--- config.mk ---
export PLATFORM = sky130hd
export DESIGN_NAME = cdu_cmd_regs
export DESIGN_NICKNAME = d
export VERILOG_FILES = /design/src/rtl/cdu_pkg.sv /design/src/rtl/cdu_cmd_regs.sv /design/src/rtl/cdu_serial_rx.sv
export SDC_FILE = /design/constraint.sdc
export NUM_CORES = 1
export LEC_CHECK = 0
export BUFFER_PORTS_ARGS = -buffer_cell sky130_fd_sc_hd__buf_2
export CORE_UTILIZATION = 45
export CTS_CLUSTER_DIAMETER = 80
export DETAILED_ROUTE_END_ITERATION = 10
export GPL_ROUTABILITY_DRIVEN = 0
export PLACE_DENSITY = 0.75
export RECOVER_POWER = 100
export SLEW_MARGIN = 20
export SYNTH_ARGS = -nofsm -noshare
export SYNTH_HDL_FRONTEND = slang
export SYNTH_SLANG_ARGS = --single-unit
--- constraint.sdc ---
create_clock -name ref_clk -period 1.4 [get_ports ref_clk]
set_input_delay 0.21 -clock ref_clk [delete_from_list [all_inputs] [get_ports ref_clk]]
set_output_delay 0.21 -clock ref_clk [all_outputs]
set_load 0.05 [all_outputs]
--- src/rtl/cdu_pkg.sv ---
// Package for the upper command register bank of the disc decoder.
// Assumes a 4-bit address and 4-bit data command written per transfer.
package cdu_pkg;

  // ==========================================
  // Command addresses
  localparam logic [3:0] ADDR_LOOP_BW = 4'h8;
  localparam logic [3:0] ADDR_LOOP_EQ = 4'h9;
  localparam logic [3:0] ADDR_AUDIO_OUT = 4'ha;
  localparam logic [3:0] ADDR_SPEED = 4'hb;
  localparam logic [3:0] ADDR_PINS_A = 4'hc;
  localparam logic [3:0] ADDR_PINS_B = 4'hd;

  // ==========================================
  // Reset values
  localparam logic [3:0] RST_LOOP_BW = 4'h9;
  localparam logic [3:0] RST_LOOP_EQ = 4'h3;
  localparam logic [1:0] RST_AUDIO_SRC = 2'h2;
  localparam logic [1:0] RST_OP_STATE = 2'h0;
  localparam logic [1:0] RST_PIN_LEVEL = 2'h3;
  localparam logic RST_SINGLE_KILL = 1'h1;

  // ==========================================
  // Field codes
  localparam logic [1:0] SRC_BEFORE = 2'h0;
  localparam logic [1:0] SRC_AFTER = 2'h2;
  localparam logic [1:0] SRC_LOW = 2'h3;
  localparam logic [1:0] ST_STOP = 2'h0;
  localparam logic [1:0] ST_PAUSE = 2'h2;
  localparam logic [1:0] ST_RUN = 2'h3;
  localparam logic [1:0] PIN_ALT = 2'h1;
  localparam logic [1:0] PIN_ZERO = 2'h2;
  localparam logic [1:0] PIN_ONE = 2'h3;
  localparam logic [3:0] CODE_MOTOR4 = 4'h0;
  localparam logic [3:0] EQ_MIN = 4'h1;
  localparam logic [3:0] EQ_MAX = 4'h5;

  // ==========================================
  // Serial frame
  localparam int FRAME_BITS = 8;

  // ==========================================
  // Operating states: run and the two standby states
  typedef enum logic [1:0] {CDU_RUN, CDU_PAUSE, CDU_STOP} cdu_state_e;

endpackage

--- src/rtl/cdu_cmd_regs.sv ---
// Upper command register bank: decodes commands, drives pin controls.
// Assumes serial lines and pin sources synchronous to ref_clk.
`timescale 1ns/100ps
`default_nettype none
module cdu_cmd_regs #(
  parameter int BITS = cdu_pkg::FRAME_BITS
)
(
  // Clock and reset
  input wire logic ref_clk,
  input wire logic srst,
  // Serial control
  input wire logic ctrl_serial_clock,
  input wire logic ctrl_serial_data,
  input wire logic ctrl_serial_enable,
  input wire logic ctrl_data_src,
  output logic ctrl_data_out,
  output logic ctrl_data_oe,
  // Sources from the decoder core
  input wire logic audio_before,
  input wire logic audio_after,
  input wire logic misc_src,
  input wire logic sclk_src,
  input wire logic wclk_src,
  input wire logic data_src,
  input wire logic div_clk_src,
  input wire logic kill_left,
  input wire logic kill_right,
  input wire logic kill_both,
  input wire logic subcode_src,
  input wire logic deemph_src,
  input wire logic motor_a_src,
  input wire logic motor_b_src,
  input wire logic motor_a_oe_src,
  input wire logic motor_b_oe_src,
  input wire logic pulse_density_mode,
  input wire logic motor4_a,
  input wire logic motor4_b,
  input wire logic multipin_one_in,
  // Settings to the core
  output logic [3:0] loop_bw_code,
  output logic [3:0] loop_eq_code,
  output logic [1:0] audio_src_sel,
  output logic clock_level_three,
  output logic flags_in_audio,
  output logic double_speed,
  output logic half_crystal,
  output logic stop_standby,
  output logic pause_standby,
  output logic offtrack_enable,
  output logic offtrack_in,
  output logic multipin_one_status,
  output logic four_line_motor,
  // Pins
  output logic biphase_audio_out,
  output logic biphase_audio_oe,
  output logic misc_out,
  output logic sclk_out,
  output logic wclk_out,
  output logic data_out,
  output logic audio_ser_oe,
  output logic divided_clock_out,
  output logic divided_clock_oe,
  output logic kill_out,
  output logic multipin_three,
  output logic multipin_four,
  output logic multipin_five,
  output logic motor_out_a,
  output logic motor_out_a_oe,
  output logic motor_out_b,
  output logic motor_out_b_oe
);

  typedef struct packed {
    logic [3:0] loop_bw;
    logic [3:0] loop_eq;
    logic [1:0] audio_src;
    logic accuracy;
    logic flags;
    logic dspeed;
    logic xtal;
    cdu_pkg::cdu_state_e state;
    logic offtrack;
    logic single_kill;
    logic pin3;
    logic motor4;
    logic [1:0] pin4;
    logic [1:0] pin5;
    logic [4:0] pins_o;
  } cdu_regs_s;

  cdu_regs_s r;
  cdu_regs_s next_r;
  logic cmd_valid;
  logic [3:0] cmd_addr;
  logic [3:0] cmd_data;

  // ==========================================
  // Parameter check
  if (BITS != cdu_pkg::FRAME_BITS)
  begin : g_bits_check
    $error("cdu_cmd_regs supports 8-bit frames only");
  end

  // ==========================================
  // Serial receiver
  cdu_serial_rx #(
    .BITS(BITS)
  ) u_rx (
    .ref_clk(ref_clk),
    .srst(srst),
    .ctrl_serial_clock(ctrl_serial_clock),
    .ctrl_serial_data(ctrl_serial_data),
    .ctrl_serial_enable(ctrl_serial_enable),
    .cmd_valid(cmd_valid),
    .cmd_addr(cmd_addr),
    .cmd_data(cmd_data)
  );

  // ==========================================
  // Helper functions
  // Level or alternate source of a multipurpose pin
  function automatic logic pin_level(input logic [1:0] sel, input logic alt, input logic cur);
    case (sel)
      cdu_pkg::PIN_ALT: pin_level = alt;
      cdu_pkg::PIN_ZERO: pin_level = 1'b0;
      cdu_pkg::PIN_ONE: pin_level = 1'b1;
      default: pin_level = cur;
    endcase
  endfunction

  // Valid loop bandwidth code: bits 1 and 0 not both set
  function automatic logic bw_ok(input logic [3:0] c);
    bw_ok = !(c[1] && c[0]);
  endfunction

  // ==========================================
  // Command decode
  always_comb
  begin
    next_r = r;
    if (cmd_valid)
    begin
      case (cmd_addr)
        cdu_pkg::ADDR_LOOP_BW:
        begin
          if (bw_ok(cmd_data))
          begin
            next_r.loop_bw = cmd_data;
          end
        end
        cdu_pkg::ADDR_LOOP_EQ:
        begin
          if (cmd_data >= cdu_pkg::EQ_MIN && cmd_data <= cdu_pkg::EQ_MAX)
          begin
            next_r.loop_eq = cmd_data;
          end
        end
        cdu_pkg::ADDR_AUDIO_OUT:
        begin
          if (cmd_data[1:0] != 2'h1)
          begin
            next_r.audio_src = cmd_data[1:0];
          end
          next_r.accuracy = cmd_data[2];
          next_r.flags = cmd_data[3];
        end
        cdu_pkg::ADDR_SPEED:
        begin
          next_r.dspeed = cmd_data[3];
          next_r.xtal = cmd_data[2];
          case (cmd_data[1:0])
            cdu_pkg::ST_STOP: next_r.state = cdu_pkg::CDU_STOP;
            cdu_pkg::ST_PAUSE: next_r.state = cdu_pkg::CDU_PAUSE;
            cdu_pkg::ST_RUN: next_r.state = cdu_pkg::CDU_RUN;
            default: next_r.state = r.state;
          endcase
        end
        cdu_pkg::ADDR_PINS_A:
        begin
          next_r.offtrack = cmd_data[0];
          next_r.single_kill = cmd_data[1];
          if (cmd_data[1])
          begin
            next_r.pin3 = cmd_data[2];
          end
        end
        cdu_pkg::ADDR_PINS_B:
        begin
          if (cmd_data == cdu_pkg::CODE_MOTOR4)
          begin
            next_r.motor4 = 1'b1;
          end
          else
          begin
            next_r.motor4 = 1'b0;
            if (cmd_data[1:0] != 2'h0)
            begin
              next_r.pin4 = cmd_data[1:0];
            end
            if (cmd_data[3:2] != 2'h0)
            begin
              next_r.pin5 = cmd_data[3:2];
            end
          end
        end
        default:
        begin
          next_r = r;
        end
      endcase
    end
    next_r.pins_o[0] = r.single_kill ? kill_both : kill_left;
    next_r.pins_o[1] = r.single_kill ? r.pin3 : kill_right;
    next_r.pins_o[2] = r.motor4 ? motor4_a : pin_level(r.pin4, subcode_src, r.pins_o[2]);
    next_r.pins_o[3] = r.motor4 ? motor4_b : pin_level(r.pin5, deemph_src, r.pins_o[3]);
    next_r.pins_o[4] = (r.audio_src == cdu_pkg::SRC_BEFORE) ? audio_before : audio_after;
  end

  // ==========================================
  // Register update
  always_ff @(posedge ref_clk)
  begin
    if (srst)
    begin
      r <= '0;
      r.loop_bw <= cdu_pkg::RST_LOOP_BW;
      r.loop_eq <= cdu_pkg::RST_LOOP_EQ;
      r.audio_src <= cdu_pkg::RST_AUDIO_SRC;
      r.state <= cdu_pkg::CDU_STOP;
      r.single_kill <= cdu_pkg::RST_SINGLE_KILL;
      r.pin4 <= cdu_pkg::RST_PIN_LEVEL;
      r.pin5 <= cdu_pkg::RST_PIN_LEVEL;
    end
    else
    begin
      r <= next_r;
    end
  end

  // ==========================================
  // Settings
  assign loop_bw_code = r.loop_bw;
  assign loop_eq_code = r.loop_eq;
  assign audio_src_sel = r.audio_src;
  assign clock_level_three = r.accuracy;
  assign flags_in_audio = r.flags;
  assign double_speed = r.dspeed;
  assign half_crystal = r.xtal;
  assign stop_standby = (r.state == cdu_pkg::CDU_STOP);
  assign pause_standby = (r.state == cdu_pkg::CDU_PAUSE);
  assign offtrack_enable = r.offtrack;
  assign offtrack_in = r.offtrack & multipin_one_in;
  assign multipin_one_status = r.offtrack ? 1'b0 : multipin_one_in;
  assign four_line_motor = r.motor4;

  // ==========================================
  // Pin drivers
  logic standby;
  assign standby = stop_standby | pause_standby;

  assign ctrl_data_out = ctrl_data_src;
  assign ctrl_data_oe = ctrl_serial_enable;

  assign audio_ser_oe = !standby;
  assign misc_out = misc_src;
  assign sclk_out = sclk_src;
  assign wclk_out = wclk_src;
  assign data_out = data_src;
  assign divided_clock_out = div_clk_src;
  assign divided_clock_oe = !standby;
  assign biphase_audio_oe = !standby;
  assign biphase_audio_out = (r.audio_src == cdu_pkg::SRC_LOW) ? 1'b0 : r.pins_o[4];

  // ==========================================
  // Multipurpose pins
  assign kill_out = r.pins_o[0];
  assign multipin_three = r.pins_o[1];
  assign multipin_four = r.pins_o[2];
  assign multipin_five = r.pins_o[3];

  // ==========================================
  // Motor pins
  // Motor pins in stop standby
  always_comb
  begin
    motor_out_a = motor_a_src;
    motor_out_b = motor_b_src;
    motor_out_a_oe = motor_a_oe_src;
    motor_out_b_oe = motor_b_oe_src;
    if (stop_standby)
    begin
      motor_out_a = 1'b0;
      motor_out_b = 1'b0;
      motor_out_a_oe = !pulse_density_mode;
      motor_out_b_oe = !pulse_density_mode;
    end
  end

endmodule
`default_nettype wire

--- src/rtl/cdu_serial_rx.sv ---
// Serial command receiver: shifts 8 bits, address first, MSB first.
// Assumes serial lines synchronous to ref_clk; enable high frames a write.
`timescale 1ns/100ps
`default_nettype none
module cdu_serial_rx #(
  parameter int BITS = cdu_pkg::FRAME_BITS
)
(
  // Clock and reset
  input wire logic ref_clk,
  input wire logic srst,
  // Serial lines
  input wire logic ctrl_serial_clock,
  input wire logic ctrl_serial_data,
  input wire logic ctrl_serial_enable,
  // Received command
  output logic cmd_valid,
  output logic [3:0] cmd_addr,
  output logic [3:0] cmd_data
);

  if (BITS != cdu_pkg::FRAME_BITS)
  begin : g_bits_check
    $error("cdu_serial_rx supports 8-bit frames only");
  end

  localparam logic [3:0] LAST_CNT = 4'(BITS);

  typedef struct packed {
    logic clk_d;
    logic en_d;
    logic [7:0] shift;
    logic [3:0] cnt;
    logic valid;
    logic [3:0] addr;
    logic [3:0] data;
  } cdu_rx_s;

  cdu_rx_s st;
  cdu_rx_s next_st;

  // ==========================================
  // Shift and frame end
  always_comb
  begin
    next_st = st;
    next_st.clk_d = ctrl_serial_clock;
    next_st.en_d = ctrl_serial_enable;
    next_st.valid = 1'b0;
    if (ctrl_serial_enable && ctrl_serial_clock && !st.clk_d && st.cnt < LAST_CNT)
    begin
      next_st.shift = {st.shift[6:0], ctrl_serial_data};
      next_st.cnt = st.cnt + 4'h1;
    end
    if (!ctrl_serial_enable)
    begin
      next_st.cnt = 4'h0;
    end
    if (st.en_d && !ctrl_serial_enable && st.cnt == LAST_CNT)
    begin
      next_st.valid = 1'b1;
      next_st.addr = st.shift[7:4];
      next_st.data = st.shift[3:0];
    end
  end

  always_ff @(posedge ref_clk)
  begin
    if (srst)
    begin
      st <= '0;
    end
    else
    begin
      st <= next_st;
    end
  end

  assign cmd_valid = st.valid;
  assign cmd_addr = st.addr;
  assign cmd_data = st.data;

endmodule
`default_nettype wire

# Word level (Yosys, flattened, before mapping)
# Cells that the tools add are included.
# word_totals
reg_bits	52
input_bits	26
output_inout_bits	39
word_cells	99
# op_classes
add_sub_neg	1
magnitude_cmp	3
n_eq_ne	19
muxes	16
bitwise_logic	5
reduce_logical	31
# op_table
op	count
$eq A4 B4 Y1 const B	7
$eq A2 B2 Y1 const B	8
$reduce_and A3 Y1	5
$mux W1	12
$mux W9	1
$reduce_and A2 Y1	4
$reduce_and A4 Y1	2
$reduce_bool A4 Y1	2
$logic_and A1 B1 Y1	7
$eq A2 B1 Y1 const B	3
$pmux W1 S3	2
$pmux W2 S3	1
$add A4 B1 Y4 const B	1
$ge A4 B1 Y1 const B	1
$le A4 B3 Y1 const B	1
$logic_not A1 Y1	4
$logic_not A2 Y1	2
$logic_not A4 Y1	1
$lt A4 B4 Y1 const B	1
$reduce_bool A2 Y1	2
$not A1 Y1	3
$reduce_bool A3 Y1	1
$ne A2 B1 Y1 const B	1
$reduce_or A2 Y1	1
2 further kinds	2

# Longest topological paths before layout
# Gate-level depths: netlist (run 1).
# depth
depth_word	4
depth_mapped	6
depth_no_buf	5

# Cells and area by module
# A second synthesis (run 1) with hierarchy kept.
# hier_totals
hier_cells	283
hier_area_um2	2488.6
# modules_own_cells
mod	instances	cells_per_inst	area_each_um2	seq_area_each_um2
cdu_cmd_regs	1	175	1510.2	580.6
cdu_serial_rx	1	108	978.4	460.4

# Worst setup path before layout (run 1)
# Ideal clock, no wire load.
# synth_timing
path_kind	register to output
startpoint	reg r[13] (netlist name)
endpoint	out motor_out_a_oe
arrival_ns	1.967
required_ns	1.190
slack_ns	-0.777
stages_incl_launch_ff	4
path_cell_list	dfxtp_1 inv_1 ha_1 o21ai_0
# synth_via
elab_chain_len	2
# synth_lines
item	line	rtl
start, declared	cdu_cmd_regs.sv:92	cdu_regs_s r;
start signal, assigned	cdu_cmd_regs.sv:237	r <= next_r;
$eq A2 B2 Y1	cdu_cmd_regs.sv:250	assign stop_standby = (r.state == cdu_pkg::CDU_STOP);
net stop_standby	cdu_cmd_regs.sv:48	output logic stop_standby,
$mux W1	cdu_cmd_regs.sv:291	if (stop_standby)
end, declared	cdu_cmd_regs.sv:69	output logic motor_out_a_oe,
# The timed path passes the listed nets, and every way through them passes these cells.

# Final worst setup path (run 1)
# layout_timing
startpoint	reg u_rx.st (netlist bit u_rx.cmd_data[2])
endpoint	reg r (netlist bit loop_eq_code[1])
# layout_via
elab_chain_len	3
# layout_lines
item	line	rtl
start, declared	cdu_serial_rx.sv:39	cdu_rx_s st;
start signal, assigned	cdu_serial_rx.sv:75	st <= next_st;
$ge A4 B1 Y1 / $le A4 B3 Y1 (equally long branches)	cdu_cmd_regs.sv:154	if (cmd_data >= cdu_pkg::EQ_MIN && cmd_data <= cdu_pkg::EQ_MAX)
$logic_and A1 B1 Y1 *	cdu_cmd_regs.sv:154	
$reduce_and A3 Y1 (no line) *	-	
# Every way passes the cells marked *; elsewhere a longest branch is shown, timed or not.
# A chain may end at the register's enable or synchronous reset.

==> results by stage, run 1 <==
Outcome:
- The flow ran to the end, but the final reports show violations.
- The final reports fail on negative setup slack.

Global route:
- The first global-routing pass estimated slightly above 8 mm of wire.
- For this run the aggregate overflow at the end of global routing stands at 0.
- The number of global-route vias before repair is 1761.
- The maximum number of pins on one net before global-route repair is 20.
- The initial antenna violation count is 0.
- The combined global-route utilization of all metal layers is between 10% and 20%.

Run:
- Max-cap violations in this run came to 0.

Setup path:
- STA puts the critical path data required time at between 1.5 and 2 ns.
- The depth of the most critical reg-to-reg path is 3.
- Along the worst path, the maximum fanout reaches 3.
- The type of the worst setup path is reg -> reg.
- The startpoint kind of the worst setup timing path is a register.
- The signal arrival time at the worst endpoint is 1.70 ns.
- The worst setup path is captured at a register.

Pwr:
- The maximum vdd ir drop is 0.684 mV.
- Summing internal, switching and leakage power gives ~2.8 mW.
- Dividing total power by cell area gives a power density of between 900 and 1000 mW/mm².
- The static leakage is ~1.2 nW.

Synthesis:
- The number of nets in the synthesized netlist is around 300.
- In the post-synthesis netlist, the biggest area contributors are dfxtp_1 44%, buf_4 6.0%, a21oi_1 5.9%, nand3_1 4.5%, nand2_1 4.1%.
- The number of synthesized register bits is 52.
- The number of unique standard cell types used by synthesis is 44.
- Summing every instance area after synthesis gives 0.00236 mm².
- The count of yosys warnings during synthesis is 0.
- Synthesis produced a netlist whose cell count is roughly 270.
- The average instance in the mapped netlist occupies 8.70 µm².
- The predominant post-synthesis flop cell is dfxtp_1.
- Sorting the synthesized cells by how often they occur yields 52 x dfxtp_1, 28 x a21oi_1, 26 x nand2_1, 21 x nand3_1.
- The number of flops mapped to enable cells by yosys is 0.
- Summing the sequential cell areas from Yosys gives about 44% of the chip area.
- The cell with the most instances after synthesis is dfxtp_1.
- For this run, asynchronously set or reset flops after synthesis account for 0%.
- Summed over all instances, the cell type with the most area after synthesis is dfxtp_1.
- The top cell type's share of synthesized area is approximately 44%.

CTS:
- The maximum clock path buffer count is 2.
- The clock insertion delay at the later pin of the skew report is 0.30 ns.
- The total clock buffers created by CTS is 5.
- The clock net in this run drives a total of 52 sinks.
- TritonCTS built the clock tree.
- The buffer type at the clock tree root is clkbuf_8.
- The clock tree synthesis step divided the H-tree into 2 levels.
- The register clock-pin slew on the reported worst setup and hold paths is about 0.090 ns.

Timing:
- Setup repair after global routing could not meet its margin everywhere.
- The final critical path takes up 107% of the cycle.
- Final hold analysis gives a worst-case slack of roughly 0.14 ns.
- The worst slew margin relative to its limit is a little under half.
- Static timing analysis puts the maximum clock frequency at 0.666 GHz.
- Setup violations remaining at the end of the flow were counted as 3.
- The max-slew violation count is 0.
- The post-route setup TNS is -0.216 ns.
- The setup slack of the critical path after layout is -0.101 ns.
- The routed design could run at a clock period as short as about 1.5 ns.
- At the pin with the least slew margin, the transition time is approximately 0.82 ns.
- The number of hold-slack violations in the final timing report is 0.
- The final worst clock skew is 0.00913 ns.

Die:
- The die outline area is 0.00553 mm².
- During I/O placement, the number of pins put on the boundary was between 60 and 70.
- The die extent in x is between 70 and 80 µm.
- The floorplan core area is 0.00488 mm².
- In this run the core area contains 25 standard-cell rows.
- For this configuration, the core starts out at a cell density of 48.3%.
- The vertical die dimension is between 70 and 80 µm.

Placed design:
- The detailed-placement wirelength estimate is between 3 and 4 mm.
- The port buffer count is between 50 and 60.
- The setup slack at placement is -0.0691 ns.

Final layout:
- In the final design database the tool counted about 360 nets.
- The fraction of final layout cells sized beyond drive strength 1 is roughly a third.
- The number of antenna repair diodes is 0.
- From synthesis to final layout, the design area changed by 25.4%.
- Once layout is complete, the utilization of the core stands at approximately 61%.
- The layout has 421 filler cells.

Detailed routing:
- The count of nets left with antenna violations once routing finished came out at 0.
- The vias per cell is around 5.4.
- The wire length per cell after detailed routing is ~14 µm.
- The detailed router finished its first iteration with 132 violations.
- After detailed routing, the total wire length is around 5.3 mm.
- The first detailed-routing pass took 5 iterations.
- Summing over every cut layer, the via total after detailed routing is approximately 2100.
- For this run, design rule violations remaining after detail routing come to 0.

Hold path:
- The path type of the worst min-delay path is in -> reg.
- The worst hold path passes through 2 cells.
## through the flow
stage               area [µm²]  std cells
CTS                       2910        390
global placement          2710        381
finish                    2960        391
global route              2960        391
detailed placement        2710        381
floorplan                 2380        271
## logic make-up after synthesis
kind of cell	synth area share, %
and+or+nand+nor	21.2
AOI/OAI and AO/OA	18.2
DFF	44.1
buffers and inverters	10.2
muxes	2.97
adders and majority gates	3.18
## power breakdown
part           switching [mW]  internal (mW)
logic                   0.103         0.0533
clock network           0.468          0.703
registers             0.00729           1.49
total                   0.579           2.25
## what timing repair did
action,CTS,global route
pin swaps,3,1
setup endpoints to repair,13,23
buffers inserted,2,0
gates cloned,0,1
gates resized for setup,16,17
hold buffers,0,0
endpoints found under the hold margin,0,0
## final timing paths
kind | endpoint | from | slack [ns]
worst min register to register | u_rx.st[20] | u_rx.st[20] | 0.46
worst max-delay path | loop_eq_code[1] | u_rx.cmd_data[2] | -0.10
worst max register to register | loop_eq_code[1] | u_rx.cmd_data[2] | -0.10
worst min-delay path | u_rx.st[22] | ctrl_serial_clock | 0.14
## state kept, by name, indices dropped and copies added (netlist names), 2 cells and up
| signal | cells |
|---|---|
| loop_eq_code | 4 |
| u_rx.cmd_addr | 4 |
| r | 9 |
| loop_bw_code | 4 |
| u_rx.st | 14 |
| audio_src_sel | 2 |
| u_rx.cmd_data | 4 |
## cells in the final DEF, fill, tap and decap left out, types with 3 or more instances in the layout
master,instances
dfxtp_2,7
or2_2,3
clkbuf_2,21
nand3b_1,3
nand2_1,26
buf_6,5
nand3_1,21
buf_2,21
o21ai_0,17
clkbuf_1,4
a221o_1,5
a211o_1,3
inv_1,9
nor2_1,7
dfxtp_1,45
nor3_1,6
ha_1,4
a21oi_1,28
mux2i_1,7
clkbuf_8,5
nor2b_1,3
buf_4,27
## critical path, cell delays in order (launching register included)
cell     delay (ns)
dfxtp_2        0.34
a211o_1        0.31
or4_4          0.44
a221o_1        0.30
## routing by layer
metal | vias to the layer above | routed length (µm) | GRT usage, %
met2 | 70 | 2610 | 32.7
met4 | 0 | 67 | 6.92
met3 | 8 | 270 | 3.93
met5 | - | 0 | 0
met1 | 990 | 2360 | 22.8
li1 | 1048 | - | -
## layout make-up
type	count	area [µm²]	area share, %
clock buffer	5	68.8	2.33
clock inverter	2	60.1	2.03
inverter	11	41.3	1.40
multi-input combinational	175	1160	39.3
sequential	52	1050	35.5
tap	67	83.8	2.83
timing repair buffer	79	492	16.6
No activity file was read; power rests on OpenSTA's default activity.
==> run 2: changes to the inputs <==
--- a/config.mk
+++ b/config.mk
@@ -6,6 +6,7 @@
 export NUM_CORES = 1
 export LEC_CHECK = 0
 export BUFFER_PORTS_ARGS = -buffer_cell sky130_fd_sc_hd__buf_2
+export CORE_MARGIN = 3
 export CORE_UTILIZATION = 45
 export CTS_CLUSTER_DIAMETER = 80
 export DETAILED_ROUTE_END_ITERATION = 10
==> run 2 against run 1 <==
  * Total power decreased by 10%
  * Non-clock buffer count grew 8
  * The flow still finishes with violations (negative setup slack)
  * Sequential power barely moved
  * Final cell count rose by 2.3%
  * Largest power group unchanged
  * Global-route usage fell by 1.7 points
  * Clock skew down 0.00098 ns
  * Maximum frequency down 2.1%
  * Sequential share of layout area decreased by 0.51 points
==> results by stage, run 2 (same netlist as run 1, synthesis figures left out) <==
Outcome:
- The run finished, with violations left.
- The final reports fail on negative setup slack.

Setup path:
- Traced cell by cell, the critical path runs through a211o_1, or4_4, a221o_1.
- The largest stage delay on the critical path is 0.45 ns (about the same).
- The maximum fanout count along the critical path is 3 (unchanged).
- Tracing the worst setup path back leads to its startpoint at u_rx.cmd_data[1].
- The kind of capture point of the worst setup path is a register.
- In this run the critical register-to-register path is launched from u_rx.cmd_data[1].
- The critical path required time came to 1.61 ns (about the same).
- STA classifies the critical path startpoint as a register.
- The type of the worst setup path is reg -> reg.
- The slowest library cell on the worst path is or4_4.
- The signal arrival time at the worst endpoint came to 1.74 ns (+0.04 ns).

Final layout:
- The fraction of final layout cells sized beyond drive strength 1 is 36.0% (+1.5 points).
- The number of nets in the layout was 364 (+2.2%).
- The register with the most flip-flops in the final layout is u_rx.st.
- The area growth from synthesis to final layout is 27.5%.
- The most common cell after layout, fill and taps aside is dfxtp_1.
- In the layout the commonest cells are 43 x dfxtp_1, 29 x buf_4, 27 x a21oi_1, 26 x nand2_1, 25 x clkbuf_2.
- In the final layout, the registers with the most flip-flops are u_rx.st: 14 flops, r: 9 flops.
- The number of antenna repair diodes is 0 (unchanged).
- The final cell utilization of the core is 61.6% (+1.0 points).
- The flip-flop count of the largest register after layout is 14 (unchanged).

CTS:
- The clock net sink count is 52 (unchanged).
- The clock insertion delay at the later pin of the skew report is 0.31 ns (about the same).
- The total clock buffers created by CTS came to 5 (unchanged).
- The depth of the CTS H-tree is 2 (unchanged).
- The cts-stage hold buffer count was 0 (unchanged).
- The maximum clock path buffer count is 2 (unchanged).
- The register clock-pin slew on the reported worst setup and hold paths came to 0.09 ns (about the same).
- The TritonCTS clock tree is built.
- The root buffer cell chosen for the clock tree is clkbuf_8.

Pwr:
- The overall power consumption is 2.54 mW (-10%).
- The static leakage was 1.24 nW (+1.8%).
- The maximum vdd ir drop is 0.709 mV (+3.6%).
- The power density normalized to cell area came to 845 mW/mm² (-11%).

Placed design:
- The port buffer count came to 52 (unchanged).
- The detailed-placement wirelength estimate came to 3.78 mm (+2.8%).

Die:
- The effective utilization at floorplan came to 48.3% (unchanged).
- The number of rows created at floorplan is 25 (unchanged).
- The die extent in x is 78.4 µm (+5.4%).
- The vertical die dimension is 78.4 µm (+5.4%).
- The floorplan core area came to 0.00488 mm² (unchanged).
- The count of pins on the block boundary is 65 (unchanged).
- The die outline area came to 0.00615 mm² (+11%).

Detailed routing:
- The number of vias after detailed routing is 2115 (-0.047%).
- The vias per cell is 5.29 (-2.3%).
- The iteration-0 DRC count of the detailed router is 113 (-14%).
- The DRC violation count after routing was 0 (unchanged).
- The number of iterations in the first detailed-routing pass is 4 (-1).
- The final antenna-violating net count is 0 (unchanged).
- The wire length per cell after detailed routing is 13.6 µm (about the same).
- The total routed wirelength is 5.43 mm (+2.4%).

Global route:
- The combined global-route utilization of all metal layers is 17.1% (-1.7 points).
- The sum of overflow across all layers after global routing is 0 (unchanged).
- The first-pass GRT wire length was 8.55 mm (+6.3%).
- The number of global-route vias before repair is 1835 (+4.2%).
- The maximum number of pins on one net before global-route repair was 24 (+20%).
- The initial antenna violation count is 0 (unchanged).

Timing:
- The final count of negative-setup-slack endpoints is 9 (+6).
- Setup repair after global routing could not meet its margin everywhere.
- The final worst clock skew is 0.00815 ns (-0.000981 ns).
- The slew at the pin with the worst max-slew slack came to 0.591 ns (-0.227 ns).
- The worst slew margin relative to its limit is 60.8% (+15 points).
- The portion of the clock cycle consumed by the worst path in the final layout is 110% (+2.3 points).
- The worst hold margin is 0.135 ns (-0.00902 ns).
- The setup slack of the critical path after layout is -0.133 ns (-0.0319 ns).
- The max-slew violation count came to 0 (unchanged).
- The number of hold-slack violations in the final timing report is 0 (unchanged).
- The clock period minus final worst setup slack is 1.53 ns (+0.0319 ns).
- The highest clock rate was 0.652 GHz (-2.1%).

Hold path:
- The start point of the worst hold path is kill_left.
- The path type of the worst min-delay path is in -> reg.

Run:
- The number of maximum-capacitance violations is 0 (unchanged).
## run 2: worst paths after layout
| check | slack (ns) | cells after the start | endpoint |
|---|---|---|---|
| max | -0.13 | 3 | loop_eq_code[0] |
| max reg2reg | -0.13 | 3 | loop_eq_code[0] |
| min | 0.14 | 3 | kill_out |
| min reg2reg | 0.46 | 2 | u_rx.st[20] |
## run 2: final cells by class
class                   instances  area, µm²
clock buffers                   7       86.3
flip-flops and latches         52       1050
multi-input cells             175       1190
repair buffers                 87        548
well taps                      67       83.8
inverters                      11       41.3
fillers                       438       1870
clock inverters                 1       7.51
## run 2: worst max-delay path: cells and delay by family, from the launching register on
kind | cells | cell delay, ns
and+or+nand+nor | 1 | 0.45
AOI/OAI and AO/OA | 2 | 0.65
DFF | 1 | 0.34
## run 2: what timing repair did
action,4_1_cts,5_1_grt
cloned,0,1
buffers inserted,3,5
pin swaps,3,5
endpoints found under the setup margin,15,24
resized for setup,21,19
## run 2: stage by stage
step	std cells	setup TNS (ns)	worst slack (ns)	cell area (µm²)
finish	400	-0.360	-0.133	3010
global route	400	-1.06	-0.152	3010
detailed placement	383	-0.268	-0.0845	2720
floorplan	271	-0.265	-0.114	2380
CTS	394	-0.150	-0.0791	2920
global placement	383	-0.120	-0.0576	2720
## run 2: routing by layer
| layer | track usage (%) | up-vias | part of all wire, % |
|---|---|---|---|
| met1 | 19.5 | 987 | 43 |
| met2 | 31.0 | 60 | 49 |
| li1 | - | 1061 | - |
| met5 | 0 | - | 0 |
| met4 | 5.59 | 0 | 1.0 |
| met3 | 4.24 | 7 | 6.4 |
## run 2: power by group
part | total [mW] | internal [mW] | switching [mW]
Sequential | 1.50 | 1.49 | 0.00686
Combinational | 0.158 | 0.0540 | 0.104
Clock | 0.888 | 0.403 | 0.486
==> run 3: changes to the inputs <==
--- a/config.mk
+++ b/config.mk
@@ -11,6 +11,7 @@
 export CTS_CLUSTER_DIAMETER = 80
 export DETAILED_ROUTE_END_ITERATION = 10
 export GPL_ROUTABILITY_DRIVEN = 0
+export HOLD_SLACK_MARGIN = 0.15
 export PLACE_DENSITY = 0.75
 export RECOVER_POWER = 100
 export SLEW_MARGIN = 20
==> run 3 against run 2 <==
  * The run still ends with negative setup slack left
  * Clock skew is essentially flat
  * Sequential cell count is the same
  * Maximum frequency is essentially flat
  * Register-to-register slack is essentially flat
  * Critical path depth is the same
  * Largest power group unchanged
==> results by stage, run 3 (same netlist as run 1, synthesis figures left out) <==
Outcome:
- The run finished, with violations left.
- The checks that failed: negative setup slack.

Final layout:
- The flip-flop count of the largest register after layout is 14 (unchanged).
- More flip-flops sit in one register than any other, and that register is u_rx.st.
- The number of filler instances in the final layout is 434 (-0.91%).
- The total area of sequential cells is 0.00105 mm² (unchanged).
- The footprint of the multi-input gates is 0.00119 mm² (unchanged).
- The number of nets in the layout is 371 (+1.9%).
- Leaving out fill and tap cells, the most frequent cells in the layout are 43 x dfxtp_1, 29 x buf_4, 27 x a21oi_1, 26 x nand2_1, 25 x clkbuf_2.
- The most common cell after layout, fill and taps aside is dfxtp_1.
- The final design instance area without fill is 0.00308 mm² (+2.3%).
- The number of antenna repair diodes was 0 (unchanged).
- In the final layout, the registers with the most flip-flops are u_rx.st: 14 flops, r: 9 flops.
- Relative to the synthesized area, the layout overhead comes to 30.5%.
- The fraction of final layout cells sized beyond drive strength 1 was 35.3% (-0.74 points).

CTS:
- The maximum clock path buffer count is 2 (unchanged).
- The cell sitting at the root of the clock tree is a clkbuf_8.
- The depth of the CTS H-tree was 2 (unchanged).
- The register clock-pin slew on the reported worst setup and hold paths is 0.09 ns (about the same).
- TritonCTS built the clock tree.
- The clock net sink count is 52 (unchanged).
- The total clock buffers created by CTS came to 5 (unchanged).
- The clock insertion delay at the later pin of the skew report was 0.30 ns (about the same).

Placed design:
- The placed instance area was 0.00272 mm² (unchanged).
- The setup slack at placement is -0.0845 ns (unchanged).
- The detailed-placement wirelength estimate was 3.78 mm (unchanged).
- The port buffer count is 52 (unchanged).

Hold path:
- The worst hold path terminates at multipin_five.
- The worst hold path stage count was 3 (unchanged).
- The path type of the worst min-delay path is in -> reg.
- The start point of the worst hold path is motor4_b.

Setup path:
- The number of buffers and inverters on the critical path is 0 (unchanged).
- The maximum fanout count along the critical path came to 3 (unchanged).
- The signal arrival time at the worst endpoint is 1.73 ns (about the same).
- The slowest library cell on the worst path is or4_4.
- The critical path goes through a211o_1, or4_4, a221o_1.
- The top cell family by delay on the critical path is compound AO/OA/AOI/OAI gates.
- The worst setup path is launched from a register.
- The setup path with the least slack is of type reg -> reg.
- The depth of the most critical reg-to-reg path is 3 (unchanged).
- The critical path required time is 1.60 ns (about the same).
- STA classifies the critical path endpoint as a register.
- The capture point of the worst reg-to-reg path is loop_eq_code[0].
- The startpoint identified for the worst register-to-register timing path is u_rx.cmd_data[1].
- The internal reg-to-reg setup slack is -0.13 ns (about the same).
- The largest stage delay on the critical path is 0.45 ns (about the same).

Global route:
- The combined global-route utilization of all metal layers is 17.4% (+0.27 points).
- The first-pass GRT wire length is 8.69 mm (+1.7%).
- The maximum number of pins on one net before global-route repair is 24 (unchanged).
- The initial antenna violation count is 0 (unchanged).
- The number of global-route vias before repair was 1880 (+2.5%).
- The sum of overflow across all layers after global routing was 0 (unchanged).

Pwr:
- The static leakage is 1.27 nW (+1.9%).
- The power density normalized to cell area is 832 mW/mm² (-1.5%).
- The maximum vdd ir drop is 0.723 mV (+2.0%).
- The overall power consumption was 2.56 mW (+0.74%).

Run:
- The number of maximum-capacitance violations is 0 (unchanged).

Die:
- The vertical die dimension is 78.4 µm (unchanged).
- The floorplan core area is 0.00488 mm² (unchanged).
- The effective utilization at floorplan is 48.3% (unchanged).
- The die extent in x came to 78.4 µm (unchanged).
- The die outline area is 0.00615 mm² (unchanged).
- The number of rows created at floorplan is 25 (unchanged).
- The count of pins on the block boundary is 65 (unchanged).

Detailed routing:
- The number of iterations in the first detailed-routing pass came to 4 (unchanged).
- The number of vias after detailed routing was 2142 (+1.3%).
- The wire length per cell after detailed routing is 13.5 µm (-0.33%).
- The total routed wirelength is 5.51 mm (+1.4%).
- The final antenna-violating net count is 0 (unchanged).
- The DRC violation count after routing is 0 (unchanged).
- The iteration-0 DRC count of the detailed router is 118 (+4.4%).
- The vias per cell is 5.26 (-0.47%).

Timing:
- The number of hold-slack violations in the final timing report is 0 (unchanged).
- The highest clock rate was 0.653 GHz (about the same).
- The slew at the pin with the worst max-slew slack is 0.591 ns (+0.0000156 ns).
- Setup repair after global routing could not meet its margin everywhere.
- The setup slack of the critical path after layout is -0.132 ns (+0.00148 ns).
- The final count of negative-setup-slack endpoints is 9 (unchanged).
- The clock period minus final worst setup slack is 1.53 ns (-0.00148 ns).
- The worst slew margin relative to its limit is 60.8% (about the same).
- The final worst clock skew is 0.00767 ns (-0.000472 ns).
- The max-slew violation count was 0 (unchanged).
- The portion of the clock cycle consumed by the worst path in the final layout is 109% (about the same).
==> run 3: report_power, final <==
group / leakage, nW / internal, mW / switching [mW]
sequential: 0.422 / 1.49 / 0.00674
clock: 0.0445 / 0.403 / 0.489
combinational: 0.801 / 0.0666 / 0.107
==> run 3: tightest hold or removal path, cell delays in order <==
cell	delay, ns
buf_2	0.09
nand2_1	0.06
a21oi_2	0.05
==> run 3: worst max path at each step <==
stage	from	endpoint	slack, ns	depth (start not counted)
after floorplan	u_rx.cmd_data[3]	loop_eq_code[1]	-0.11	4
after global placement	u_rx.cmd_data[2]	loop_eq_code[1]	-0.06	3
after detailed placement	u_rx.cmd_data[2]	loop_eq_code[1]	-0.08	3
after CTS	u_rx.cmd_data[1]	loop_eq_code[1]	-0.08	3
after global routing	u_rx.cmd_data[1]	loop_eq_code[1]	-0.15	3
final	u_rx.cmd_data[1]	loop_eq_code[0]	-0.13	3
==> run 3: metal layers <==
metal,share of wire [%],vias up,GRT usage (%),routed length [µm]
met3,6.0,6,4.24,330
met1,44,1004,19.7,2400
met4,0.96,0,5.59,53
met2,49,58,31.7,2720
met5,0,-,0,0
li1,-,1074,-,-
==> run 3: layout make-up <==
cell class,count,share of cell area (%)
Clock buffer,7,2.81
Clock inverter,1,0.244
Inverter,11,1.34
Multi-Input combinational cell,175,38.6
Sequential cell,52,34.2
Tap cell,67,2.72
Timing Repair Buffer,94,20.0
==> run 3: stage by stage <==
step                      util (%)  instances  hold WS [ns]  TNS, ns
after global routing          63.1        407         0.163    -1.06
after detailed placement      55.8        383         0.420   -0.268
after CTS                     61.3        401         0.151   -0.150
final                         63.1        407         0.150   -0.344
after global placement        55.8        383         0.420   -0.120
after floorplan                  -        271         0.338   -0.265
==> run 3: timing repair <==
action                                  4_1_cts  5_1_grt
endpoints found under the setup margin       15       24
pin swaps                                     3        5
hold buffers                                  7        0
cloned                                        0        1
hold endpoints to repair                      6        0
buffers inserted                              3        5
resized for setup                            21       19
